### config.mk
export PLATFORM = sky130hd
export DESIGN_NAME = cci_comparator_ctrl
export DESIGN_NICKNAME = d
export VERILOG_FILES = /design/src/rtl/cci_pkg.sv /design/src/rtl/cci_ifs.sv /design/src/rtl/cci_comparator_ctrl.sv /design/src/rtl/cci_edge_det.sv /design/src/rtl/cci_wb_slave.sv
export SDC_FILE = /design/constraint.sdc
export NUM_CORES = 1
export LEC_CHECK = 0
export ABC_AREA = 1
export BUFFER_PORTS_ARGS = -buffer_cell sky130_fd_sc_hd__buf_2
export CORE_ASPECT_RATIO = 0.8
export CORE_MARGIN = 1
export CORE_UTILIZATION = 30
export DETAILED_ROUTE_END_ITERATION = 10
export GPL_TIMING_DRIVEN = 0
export PLACE_DENSITY = 0.68
export SLEW_MARGIN = 10
export SYNTH_ARGS = -nofsm -noshare
export SYNTH_HDL_FRONTEND = slang
export SYNTH_SLANG_ARGS = --single-unit
### constraint.sdc
create_clock -name clk_i -period 1.4 [get_ports clk_i]
set_input_delay 0.07 -clock clk_i [delete_from_list [all_inputs] [get_ports clk_i]]
set_output_delay 0.07 -clock clk_i [all_outputs]
set_load 0.01 [all_outputs]
### src/rtl/cci_pkg.sv
package cci_pkg;

  // bus geometry
  localparam int DATA_W = 32;
  localparam int ADR_W  = 8;
  localparam int SEL_W  = DATA_W / 8;
  localparam int REG_W  = 16;

  // register byte offsets
  localparam logic [ADR_W-1:0] CTRL_OFS = 8'h00;
  localparam logic [ADR_W-1:0] STAT_OFS = 8'h04;

  // control register field positions
  localparam int BIT_ON      = 10;
  localparam int NEG_LO      = 8;
  localparam int ROUTE_LO    = 6;
  localparam int BIT_POL     = 5;
  localparam int SPEED_LO    = 3;
  localparam int BIT_HYST    = 2;
  localparam int BIT_RISE    = 1;
  localparam int BIT_FALL    = 0;
  localparam int FIELD2_W    = 2;

  // status register field positions
  localparam int STAT_LEVEL  = 0;

  // reset values
  localparam logic [REG_W-1:0]    CTRL_RESET  = 16'h0000;
  localparam logic [FIELD2_W-1:0] FIELD2_ZERO = 2'h0;

  // output route codes
  localparam logic [FIELD2_W-1:0] ROUTE_FABRIC = 2'h2;
  localparam logic [FIELD2_W-1:0] ROUTE_IRQ    = 2'h3;

  // bus slave states
  typedef enum logic {
    CCI_IDLE = 1'h0,
    CCI_ACK  = 1'h1
  } cci_wb_state_type;

endpackage : cci_pkg

### src/rtl/cci_ifs.sv
`timescale 1ns/1ps
`default_nettype none

// register access strobes between bus slave and core
interface cci_bus_if;
  logic                          wr_stb;
  logic [cci_pkg::ADR_W-1:0]     adr;
  logic [cci_pkg::DATA_W-1:0]    wdata;
  logic [cci_pkg::SEL_W-1:0]     sel;
  logic [cci_pkg::DATA_W-1:0]    rdata;

  modport slv  (output wr_stb, adr, wdata, sel, input rdata);
  modport core (input wr_stb, adr, wdata, sel, output rdata);
endinterface : cci_bus_if

// conditioned comparator level and its edges
interface cci_edge_if;
  logic enable;
  logic invert;
  logic level;
  logic rise;
  logic fall;

  modport det (input enable, invert, output level, rise, fall);
  modport ctl (output enable, invert, input level, rise, fall);
endinterface : cci_edge_if

`default_nettype wire

### src/rtl/cci_comparator_ctrl.sv
`timescale 1ns/1ps
`default_nettype none

// Behaviour
// control register is 16 bits; bits 15..11 reserved, read zero
// bit 10 switches the comparator on when one, off when zero
// switching the comparator on raises a spurious comparator interrupt
// bits 9:8 select negative input: half supply, channel three, 0.6 reference
// bits 7:6: 00/01 nothing, 10 logic fabric only, 11 interrupt only
// bit 5 inverts the comparator output
// bits 4:3 select response speed: 00 slow, 11 fast, others reserved
// bit 2 turns hysteresis on
// rising edge sets bit 1; writing one clears it
// falling edge sets bit 0; stays set until software clears it
// writing one clears bit 0; writing zero leaves either flag alone
// interrupt while a flag is set and route selects interrupt; edges synchronised
module cci_comparator_ctrl (
  input  wire logic                         clk_i,
  input  wire logic                         rst_i,
  input  wire logic                         wb_cyc_i,
  input  wire logic                         wb_stb_i,
  input  wire logic                         wb_we_i,
  input  wire logic [cci_pkg::ADR_W-1:0]    wb_adr_i,
  input  wire logic [cci_pkg::SEL_W-1:0]    wb_sel_i,
  input  wire logic [cci_pkg::DATA_W-1:0]   wb_dat_i,
  output      logic [cci_pkg::DATA_W-1:0]   wb_dat_o,
  output      logic                         wb_ack_o,
  input  wire logic                         comp_raw_i,
  output      logic                         comparator_on_o,
  output      logic [1:0]                   negative_input_select_o,
  output      logic                         output_polarity_o,
  output      logic [1:0]                   response_speed_o,
  output      logic                         hysteresis_on_o,
  output      logic                         comp_out_o,
  output      logic                         fabric_out_o,
  output      logic                         comp_irq_o
);

  cci_bus_if  bus ();
  cci_edge_if edg ();

  // control fields
  logic                            on_r,     on_nxt;
  logic [cci_pkg::FIELD2_W-1:0]    neg_r,    neg_nxt;
  logic [cci_pkg::FIELD2_W-1:0]    route_r,  route_nxt;
  logic                            pol_r,    pol_nxt;
  logic [cci_pkg::FIELD2_W-1:0]    speed_r,  speed_nxt;
  logic                            hyst_r,   hyst_nxt;
  logic                            rise_r,   rise_nxt;
  logic                            fall_r,   fall_nxt;
  logic                            irq_r,    irq_nxt;
  logic                            fabric_r, fabric_nxt;

  // decode and data helpers
  logic                            ctrl_wr;
  logic [cci_pkg::REG_W-1:0]       ctrl_word;
  logic [cci_pkg::REG_W-1:0]       stat_word;
  logic [cci_pkg::REG_W-1:0]       wval;
  logic                            clr_rise;
  logic                            clr_fall;
  logic                            set_rise;
  logic                            set_fall;

  // word-aligned address match, low two bits ignored
  function automatic logic adr_hit(input logic [cci_pkg::ADR_W-1:0] adr,
                                   input logic [cci_pkg::ADR_W-1:0] ofs);
    adr_hit = (adr[cci_pkg::ADR_W-1:2] == ofs[cci_pkg::ADR_W-1:2]);
  endfunction : adr_hit

  // byte-lane merge of a write into the 16-bit register
  function automatic logic [cci_pkg::REG_W-1:0] lane_merge(
    input logic [cci_pkg::REG_W-1:0] old,
    input logic [cci_pkg::REG_W-1:0] wd,
    input logic [1:0]                sel);
    logic [cci_pkg::REG_W-1:0] res;
    res = old;
    if (sel[0]) begin
      res[7:0] = wd[7:0];
    end
    if (sel[1]) begin
      res[15:8] = wd[15:8];
    end
    lane_merge = res;
  endfunction : lane_merge

  cci_wb_slave u_slave (
    .clk_i    (clk_i),
    .rst_i    (rst_i),
    .wb_cyc_i (wb_cyc_i),
    .wb_stb_i (wb_stb_i),
    .wb_we_i  (wb_we_i),
    .wb_adr_i (wb_adr_i),
    .wb_sel_i (wb_sel_i),
    .wb_dat_i (wb_dat_i),
    .wb_dat_o (wb_dat_o),
    .wb_ack_o (wb_ack_o),
    .bus      (bus.slv)
  );

  cci_edge_det u_det (
    .clk_i (clk_i),
    .rst_i (rst_i),
    .raw_i (comp_raw_i),
    .edg   (edg.det)
  );

  // detector follows the stored enable and polarity
  assign edg.enable = on_r;
  assign edg.invert = pol_r;

  // assemble the readable control word; reserved bits stay zero
  always_comb begin
    ctrl_word = '0;
    ctrl_word[cci_pkg::BIT_ON]                          = on_r;
    ctrl_word[cci_pkg::NEG_LO +: cci_pkg::FIELD2_W]     = neg_r;
    ctrl_word[cci_pkg::ROUTE_LO +: cci_pkg::FIELD2_W]   = route_r;
    ctrl_word[cci_pkg::BIT_POL]                         = pol_r;
    ctrl_word[cci_pkg::SPEED_LO +: cci_pkg::FIELD2_W]   = speed_r;
    ctrl_word[cci_pkg::BIT_HYST]                        = hyst_r;
    ctrl_word[cci_pkg::BIT_RISE]                        = rise_r;
    ctrl_word[cci_pkg::BIT_FALL]                        = fall_r;
  end

  // status word shows the live conditioned comparator level
  always_comb begin
    stat_word = '0;
    stat_word[cci_pkg::STAT_LEVEL] = edg.level;
  end

  // read mux; unmapped offsets read zero but are still acked
  always_comb begin
    bus.rdata = '0;
    if (adr_hit(bus.adr, cci_pkg::CTRL_OFS)) begin
      bus.rdata[cci_pkg::REG_W-1:0] = ctrl_word;
    end else if (adr_hit(bus.adr, cci_pkg::STAT_OFS)) begin
      bus.rdata[cci_pkg::REG_W-1:0] = stat_word;
    end
  end

  // write decode; high half-word lanes hit nothing
  assign ctrl_wr = bus.wr_stb & adr_hit(bus.adr, cci_pkg::CTRL_OFS);
  assign wval    = lane_merge(ctrl_word, bus.wdata[cci_pkg::REG_W-1:0], bus.sel[1:0]);

  // plain read/write fields; reserved codes are stored as written
  always_comb begin
    on_nxt    = on_r;
    neg_nxt   = neg_r;
    route_nxt = route_r;
    pol_nxt   = pol_r;
    speed_nxt = speed_r;
    hyst_nxt  = hyst_r;
    if (ctrl_wr) begin
      on_nxt    = wval[cci_pkg::BIT_ON];
      neg_nxt   = wval[cci_pkg::NEG_LO +: cci_pkg::FIELD2_W];
      route_nxt = wval[cci_pkg::ROUTE_LO +: cci_pkg::FIELD2_W];
      pol_nxt   = wval[cci_pkg::BIT_POL];
      speed_nxt = wval[cci_pkg::SPEED_LO +: cci_pkg::FIELD2_W];
      hyst_nxt  = wval[cci_pkg::BIT_HYST];
    end
  end

  // write-one-to-clear flags; a set in the same cycle beats the clear
  always_comb begin
    clr_rise = ctrl_wr & bus.sel[0] & bus.wdata[cci_pkg::BIT_RISE];
    clr_fall = ctrl_wr & bus.sel[0] & bus.wdata[cci_pkg::BIT_FALL];
    // turning on raises the rising flag as the spurious interrupt
    set_rise = edg.rise | (on_nxt & ~on_r);
    set_fall = edg.fall;
    rise_nxt = set_rise | (rise_r & ~clr_rise);
    fall_nxt = set_fall | (fall_r & ~clr_fall);
  end

  // routed outputs, registered so they come straight from flops
  always_comb begin
    irq_nxt    = (rise_nxt | fall_nxt) & (route_nxt == cci_pkg::ROUTE_IRQ);
    fabric_nxt = edg.level & (route_nxt == cci_pkg::ROUTE_FABRIC);
  end

  always_ff @(posedge clk_i) begin
    if (rst_i) begin
      on_r     <= cci_pkg::CTRL_RESET[cci_pkg::BIT_ON];
      neg_r    <= cci_pkg::FIELD2_ZERO;
      route_r  <= cci_pkg::FIELD2_ZERO;
      pol_r    <= cci_pkg::CTRL_RESET[cci_pkg::BIT_POL];
      speed_r  <= cci_pkg::FIELD2_ZERO;
      hyst_r   <= cci_pkg::CTRL_RESET[cci_pkg::BIT_HYST];
      rise_r   <= cci_pkg::CTRL_RESET[cci_pkg::BIT_RISE];
      fall_r   <= cci_pkg::CTRL_RESET[cci_pkg::BIT_FALL];
      irq_r    <= 1'h0;
      fabric_r <= 1'h0;
    end else begin
      on_r     <= on_nxt;
      neg_r    <= neg_nxt;
      route_r  <= route_nxt;
      pol_r    <= pol_nxt;
      speed_r  <= speed_nxt;
      hyst_r   <= hyst_nxt;
      rise_r   <= rise_nxt;
      fall_r   <= fall_nxt;
      irq_r    <= irq_nxt;
      fabric_r <= fabric_nxt;
    end
  end

  // analog-side controls straight from the stored fields
  assign comparator_on_o         = on_r;
  assign negative_input_select_o = neg_r;
  assign output_polarity_o       = pol_r;
  assign response_speed_o        = speed_r;
  assign hysteresis_on_o         = hyst_r;
  assign comp_out_o              = edg.level;
  assign fabric_out_o            = fabric_r;
  assign comp_irq_o              = irq_r;

endmodule : cci_comparator_ctrl

`default_nettype wire

### src/rtl/cci_edge_det.sv
`timescale 1ns/1ps
`default_nettype none

module cci_edge_det (
  input  wire logic clk_i,
  input  wire logic rst_i,
  input  wire logic raw_i,
  cci_edge_if.det   edg
);

  logic sync1_r, sync1_nxt;
  logic sync2_r, sync2_nxt;
  logic level_r, level_nxt;
  logic prev_r,  prev_nxt;

  // two-stage synchroniser, then polarity and enable gating
  always_comb begin
    sync1_nxt = raw_i;
    sync2_nxt = sync1_r;
    level_nxt = edg.enable & (sync2_r ^ edg.invert);
    prev_nxt  = level_r;
  end

  always_ff @(posedge clk_i) begin
    if (rst_i) begin
      sync1_r <= 1'h0;
      sync2_r <= 1'h0;
      level_r <= 1'h0;
      prev_r  <= 1'h0;
    end else begin
      sync1_r <= sync1_nxt;
      sync2_r <= sync2_nxt;
      level_r <= level_nxt;
      prev_r  <= prev_nxt;
    end
  end

  // one-cycle edge pulses from the registered level
  assign edg.level = level_r;
  assign edg.rise  = level_r & ~prev_r;
  assign edg.fall  = ~level_r & prev_r;

endmodule : cci_edge_det

`default_nettype wire

### src/rtl/cci_wb_slave.sv
`timescale 1ns/1ps
`default_nettype none

module cci_wb_slave (
  input  wire logic                         clk_i,
  input  wire logic                         rst_i,
  input  wire logic                         wb_cyc_i,
  input  wire logic                         wb_stb_i,
  input  wire logic                         wb_we_i,
  input  wire logic [cci_pkg::ADR_W-1:0]    wb_adr_i,
  input  wire logic [cci_pkg::SEL_W-1:0]    wb_sel_i,
  input  wire logic [cci_pkg::DATA_W-1:0]   wb_dat_i,
  output      logic [cci_pkg::DATA_W-1:0]   wb_dat_o,
  output      logic                         wb_ack_o,
  cci_bus_if.slv                            bus
);

  cci_pkg::cci_wb_state_type     state_r, state_nxt;
  logic [cci_pkg::DATA_W-1:0]    dat_r,   dat_nxt;
  logic                          req;

  assign req = wb_cyc_i & wb_stb_i;

  // one wait state; read data is latched with the ack so it stays stable
  always_comb begin
    state_nxt = state_r;
    dat_nxt   = dat_r;
    unique case (state_r)
      cci_pkg::CCI_IDLE: begin
        if (req) begin
          state_nxt = cci_pkg::CCI_ACK;
          dat_nxt   = bus.rdata;
        end
      end
      cci_pkg::CCI_ACK: begin
        state_nxt = cci_pkg::CCI_IDLE;
      end
    endcase
  end

  always_ff @(posedge clk_i) begin
    if (rst_i) begin
      state_r <= cci_pkg::CCI_IDLE;
      dat_r   <= '0;
    end else begin
      state_r <= state_nxt;
      dat_r   <= dat_nxt;
    end
  end

  // write lands on the edge where the master sees ack
  assign wb_ack_o   = (state_r == cci_pkg::CCI_ACK);
  assign wb_dat_o   = dat_r;
  assign bus.wr_stb = wb_ack_o & req & wb_we_i;
  assign bus.adr    = wb_adr_i;
  assign bus.wdata  = wb_dat_i;
  assign bus.sel    = wb_sel_i;

endmodule : cci_wb_slave

`default_nettype wire

* Yosys cells after proc, flatten, opt, wreduce, memory -nomap -nowiden *
Index checks and enable logic that the tools add are counted.

operators by class
  $add $sub $neg = 0
  multiply operators = 0
  div/mod/pow operators = 0
  magnitude comparators = 0
  equal/unequal tests = 3
  shift operators = 0
  multiplexer cells = 8
  bitwise operators = 26
  reduce and logical (&&, ||, !) cells = 4

operators with widths
  kind                                                  number
  AND 1 bit                                             15
  two-way mux 11 bit                                    1
  two-way mux 8 bit                                     1
  equality test 6 x 1 -> 1 bit (second input constant)  1
  logical NOT 6 bit                                     1
  inverter 1 bit                                        6
  AND reduction 2 bit                                   3
  equality test 2 bit (second input constant)           2
  bitwise OR 1 bit                                      4
  two-way mux 1 bit                                     3
  two-way mux 3 bit                                     1
  two-way mux 2 bit                                     1
  case mux 1 bit (2 select lines)                       1
  XOR 1 bit                                             1

storage, ports and cells
  register bits = 34
  latch bits = 0
  RAM bits = 0
  bits in read-only memories = 0
  bits of input ports = 50
  word-level logic and storage cells = 57
  memories kept = 0

* Longest topological paths before layout *
  word-level depth = 11
  gate-level depth with buffers = 10
  gate-level depth less buffers = 10

* Cells and area by module *
From an unflattened synthesis, not the netlist that was laid out.

unflattened totals
  cells, all modules = 375
  area total of the unflattened synthesis = 2519.9 um^2

by module, submodules not included
  module               instances  cells an instance  area an instance (um^2)  sequential area each (um^2)
  cci_wb_slave         1          254                1697.9                   660.6
  cci_comparator_ctrl  1          103                688.2                    260.2
  cci_edge_det         1          18                 133.9                    80.1

* Worst setup path after synthesis *
Ideal clock, no wire load.

  kind = register to register
  start point = reg u_slave.state_r (netlist: u_slave.wb_ack_o)
  end point = reg fabric_r (netlist: fabric_out_o)
  library setup time = 0.128 ns
  arrival = 1.123 ns
  setup slack = 0.150 ns
  stages on the path, launching flop included = 10
  buffers on the path = 0
  cells stage by stage = dfxtp_1 -> nand2_1 -> nor2_1 -> nand2_4 -> clkinv_4 -> nand2_2 -> nand2_2 -> inv_1 -> nand3_1 -> nor2_1

between the ends
  cells in the longest elaborated chain, start to end = 6

ends and longest elaborated chain
  element                 RTL line                    RTL
  start, declared         cci_wb_slave.sv:18          cci_pkg::cci_wb_state_type state_r, state_nxt;
  start signal, assigned  cci_wb_slave.sv:43          state_r <= cci_pkg::CCI_IDLE;
  start signal, assigned  cci_wb_slave.sv:46          state_r <= state_nxt;
  AND 1 bit (2 in a row)  cci_wb_slave.sv:54          assign bus.wr_stb = wb_ack_o & req & wb_we_i;
  AND 1 bit               cci_comparator_ctrl.sv:141  assign ctrl_wr = bus.wr_stb & adr_hit(bus.adr, cci_pkg::CTRL_OFS);
  two-way mux 2 bit       cci_comparator_ctrl.sv:152  if (ctrl_wr) begin
  equality test 2 bit     cci_comparator_ctrl.sv:176  fabric_nxt = edg.level & (route_nxt == cci_pkg::ROUTE_FABRIC);
  AND 1 bit               cci_comparator_ctrl.sv:176
  end signal, assigned    cci_comparator_ctrl.sv:201  fabric_r <= fabric_nxt;
  end, declared           cci_comparator_ctrl.sv:52   logic fabric_r, fabric_nxt;

Every way passes these cells.
A chain may end at the register's enable or synchronous reset.

* Final worst setup path *
Same ends and word-level chain as after synthesis.

==> flow_summary_export.csv <==
group,metric,value,unit
outcome,status,"finished clean",
critical_path,critical-path-top-delay-family,"simple AND/OR/NAND/NOR gates",
detailed_routing,routed-via-count,1217,
critical_path,crit_arrival,1.35,ns
power_and_ir_drop,leakage,0.9087,nW
place,place.gp.congestion,0.8052,
critical_path,endpoint_kind,"register",
place,dp_hpwl,2.232,mm
yosys,synth_top_area_share,0.4357,
job,maxCapViolations,0,
critical_path,cp_slowest_cell,"dfxtp_1",
critical_path,endpoint,"fabric_out_o",
critical_path,crit_path_start,"u_slave.wb_ack_o",
critical_path,path_class,"reg -> reg",
yosys,synth_cells,174,
timing,setup_violations,0,
yosys,synth_seq_cells,29,
yosys,syn_avg_cell_area,7.658,um^2
global_route,grt_pass1_wl,4.595,mm
critical_path,cp_common_cell,"nand2_2",
clocking,postCtsSetupRepairBufs,0,
timing,fmax,0.8272,GHz
critical_path,path_buf_inv,2,
critical_path,reg2reg_slack,0.19,ns
detailed_routing,wl_per_cell,9.336,um
die,ios,93,
critical_path,required,1.55,ns
global_route,grt_max_degree,11,
power_and_ir_drop,powerDensity,945.1,nW/um^2
critical_path,reg2regPathDepth,9,
yosys,yosysUniqueCellTypes,22,
die,dieHeight,61.61,um
die,die_w,76.52,um
power_and_ir_drop,power,1.700,mW
place,numPlacedInstances,295,
critical_path,r2r_start,"u_slave.wb_ack_o",
critical_path,critical_path_depth,9,
cells_and_area,final_common_cell,"buf_2",
yosys,synth_area,1333,um^2
cells_and_area,fin_area,1799,um^2
critical_path,path_cells,"nand2_1 > nor2_4 > nand2_4 > clkinv_4 > nand2_2 > nand2_2 > inv_1 > nand3_1 > nor2_1",
detailed_routing,vias_per_cell,4.003,
clocking,cts_sinks,29,
clocking,clock_path_buffers,2,
global_route,grt_pass1_vias,1017,
yosys,yosysTopAreaCell,"dfxtp_1",
critical_path,slowest_delay,0.35,ns
timing,finalMaxSlewViolations,0,
clocking,cts_buffers,5,
detailed_routing,drt_first_pass_iters,4,
timing,setup_tns,0,ns
yosys,yosysWarningCount,0,
cells_and_area,layout_common_cells,"47 x buf_2, 32 x nand2_1, 29 x dfxtp_1",
clocking,clk_pin_slew_worst_paths,0.06,ns
critical_path,crit_fanout,9,
timing,rsz0062_at_grt,"no",
clocking,clk_latency,0.28,ns
cells_and_area,drive_gt1_frac,0.3441,
die,rows,21,
yosys,yosys-top-cells-area,"dfxtp_1 44%, buf_4 12%, nand2_1 9.0%",
min_path,holdCritPathClass,"in -> reg",
power_and_ir_drop,peakVddDrop,0.0003594,V
cells_and_area,num-nets-final,296,
global_route,grt_overflow,0,
critical_path,start_kind,"register",
die,dieArea,4714,um^2
yosys,ys_seq_area_frac,0.4357,
detailed_routing,drt_iter0_markers,94,
place,io_buffer_count,44,
detailed_routing,drt_wl_total,2.838,mm
clocking,cts_max_level,2,
cells_and_area,area_growth,35.02,%
cells_and_area,diodes,0,
global_route,antenna_found_initial,0,
place,placed_cell_area,1699,um^2
critical_path,r2r-end,"fabric_out_o",
die,start_util,0.3150,
detailed_routing,detail-route-antenna-nets,0,
global_route,grt_usage,0.1310,
timing,hold_viol,0,
timing,period_share,0.8635,
detailed_routing,drc,0,
clocking,clockRootBuffer,"clkbuf_8",
die,coreArea,4230,um^2
cells_and_area,final_cells,304,
timing,finClkSkew,0.006308,ns
clocking,cts_tree,"yes",
timing,period_needed,1.209,ns
-- sequential cells by signal, indices dropped and copies added (netlist names) --
name	count
route_r	2
u_det.prev_r	1
u_det.edg.level	1
fabric_out_o	1
u_det.sync1_r	1
u_slave.wb_ack_o	1
rise_r	1
output_polarity_o	1
negative_input_select_o	2
response_speed_o	2
comp_irq_o	1
u_det.sync2_r	1
comparator_on_o	1
fall_r	1
hysteresis_on_o	1
u_slave.wb_dat_o	11
-- repair_timing --
action,CTS,global route
gates resized for setup,0,2
endpoints found under the hold margin,1,0
endpoints found under the setup margin,0,9
hold buffers,1,0
-- final cells by class --
type | count | area [um^2]
Fill cell | 449 | 2431
Clock inverter | 2 | 10.01
Multi-Input combinational cell | 125 | 596.8
Tap cell | 57 | 71.32
Sequential cell | 29 | 580.6
Inverter | 12 | 50.05
Clock buffer | 6 | 72.57
Timing Repair Buffer | 45 | 230.2
Buffer | 28 | 187.7
-- cell usage after synthesis --
| cell | number |
|---|---|
| clkbuf_1 | 4 |
| inv_1 | 11 |
| or2_2 | 1 |
| conb_1 | 1 |
| nand2_4 | 1 |
| nand4_1 | 4 |
| nor2_8 | 1 |
| a21oi_2 | 1 |
| mux2_2 | 1 |
| a211oi_1 | 2 |
| o211ai_1 | 1 |
| nand2_1 | 32 |
| nand3_1 | 9 |
| or2_4 | 1 |
| nand2_2 | 2 |
| o21ai_0 | 12 |
| nor2_1 | 17 |
| buf_4 | 21 |
| buf_2 | 3 |
| clkinv_4 | 1 |
| a21oi_1 | 19 |
| dfxtp_1 | 29 |
-- where the power goes --
| part | total (mW) | switching (mW) | internal (mW) |
|---|---|---|---|
| logic | 0.202 | 0.107 | 0.0950 |
| clock network | 0.643 | 0.300 | 0.343 |
| registers | 0.856 | 0.00910 | 0.847 |
-- worst reg2reg max path, delay by kind of cell, from the launching register on --
| kind | cells | cell delay [ns] |
|---|---|---|
| buf+inv | 2 | 0.14 |
| simple gates | 7 | 0.58 |
| flops | 1 | 0.35 |
-- per-layer routing --
| metal | track usage | vias up | part of all wire |
|---|---|---|---|
| met5 | 0 | - | 0 |
| met4 | 0.06593 | 0 | 0.014 |
| met3 | 0.04889 | 5 | 0.076 |
| met2 | 0.1866 | 41 | 0.40 |
| met1 | 0.1749 | 509 | 0.51 |
| li1 | - | 662 | - |
-- logic make-up after synthesis --
kind of cell	Yosys count	share of synthesized area
mux	1	0.008450
simple gates	68	0.2347
flops	29	0.4357
other cells	1	0.002814
buf+inv	40	0.1784
compound gates	35	0.1399
-- worst min path at each step --
stage | startpoint | cells after the start | to | slack, ns
6_report | wb_dat_i[4] | 3 | response_speed_o[1] | 0.06
5_1_grt | wb_dat_i[2] | 3 | hysteresis_on_o | 0.07
4_1_cts | wb_dat_i[4] | 3 | response_speed_o[1] | 0.06
3_5_place_dp | comp_raw_i | 3 | u_det.sync1_r | 0.28
3_3_place_gp | comp_raw_i | 3 | u_det.sync1_r | 0.28
2_1_floorplan | comp_raw_i | 2 | u_det.sync1_r | 0.18
-- through the flow --
stage / setup slack, ns / hold WS (ns) / util
3_5_place_dp: 0.02607 / 0.2802 / 0.4017
5_1_grt: 0.06989 / 0.07180 / 0.4253
6_report: 0.1911 / 0.05851 / 0.4253
3_3_place_gp: 0.01264 / 0.2752 / 0.4017
2_1_floorplan: 0.1497 / 0.1770 / -
4_1_cts: 0.006857 / 0.05613 / 0.4235
Power figures use the tool's default switching activity.
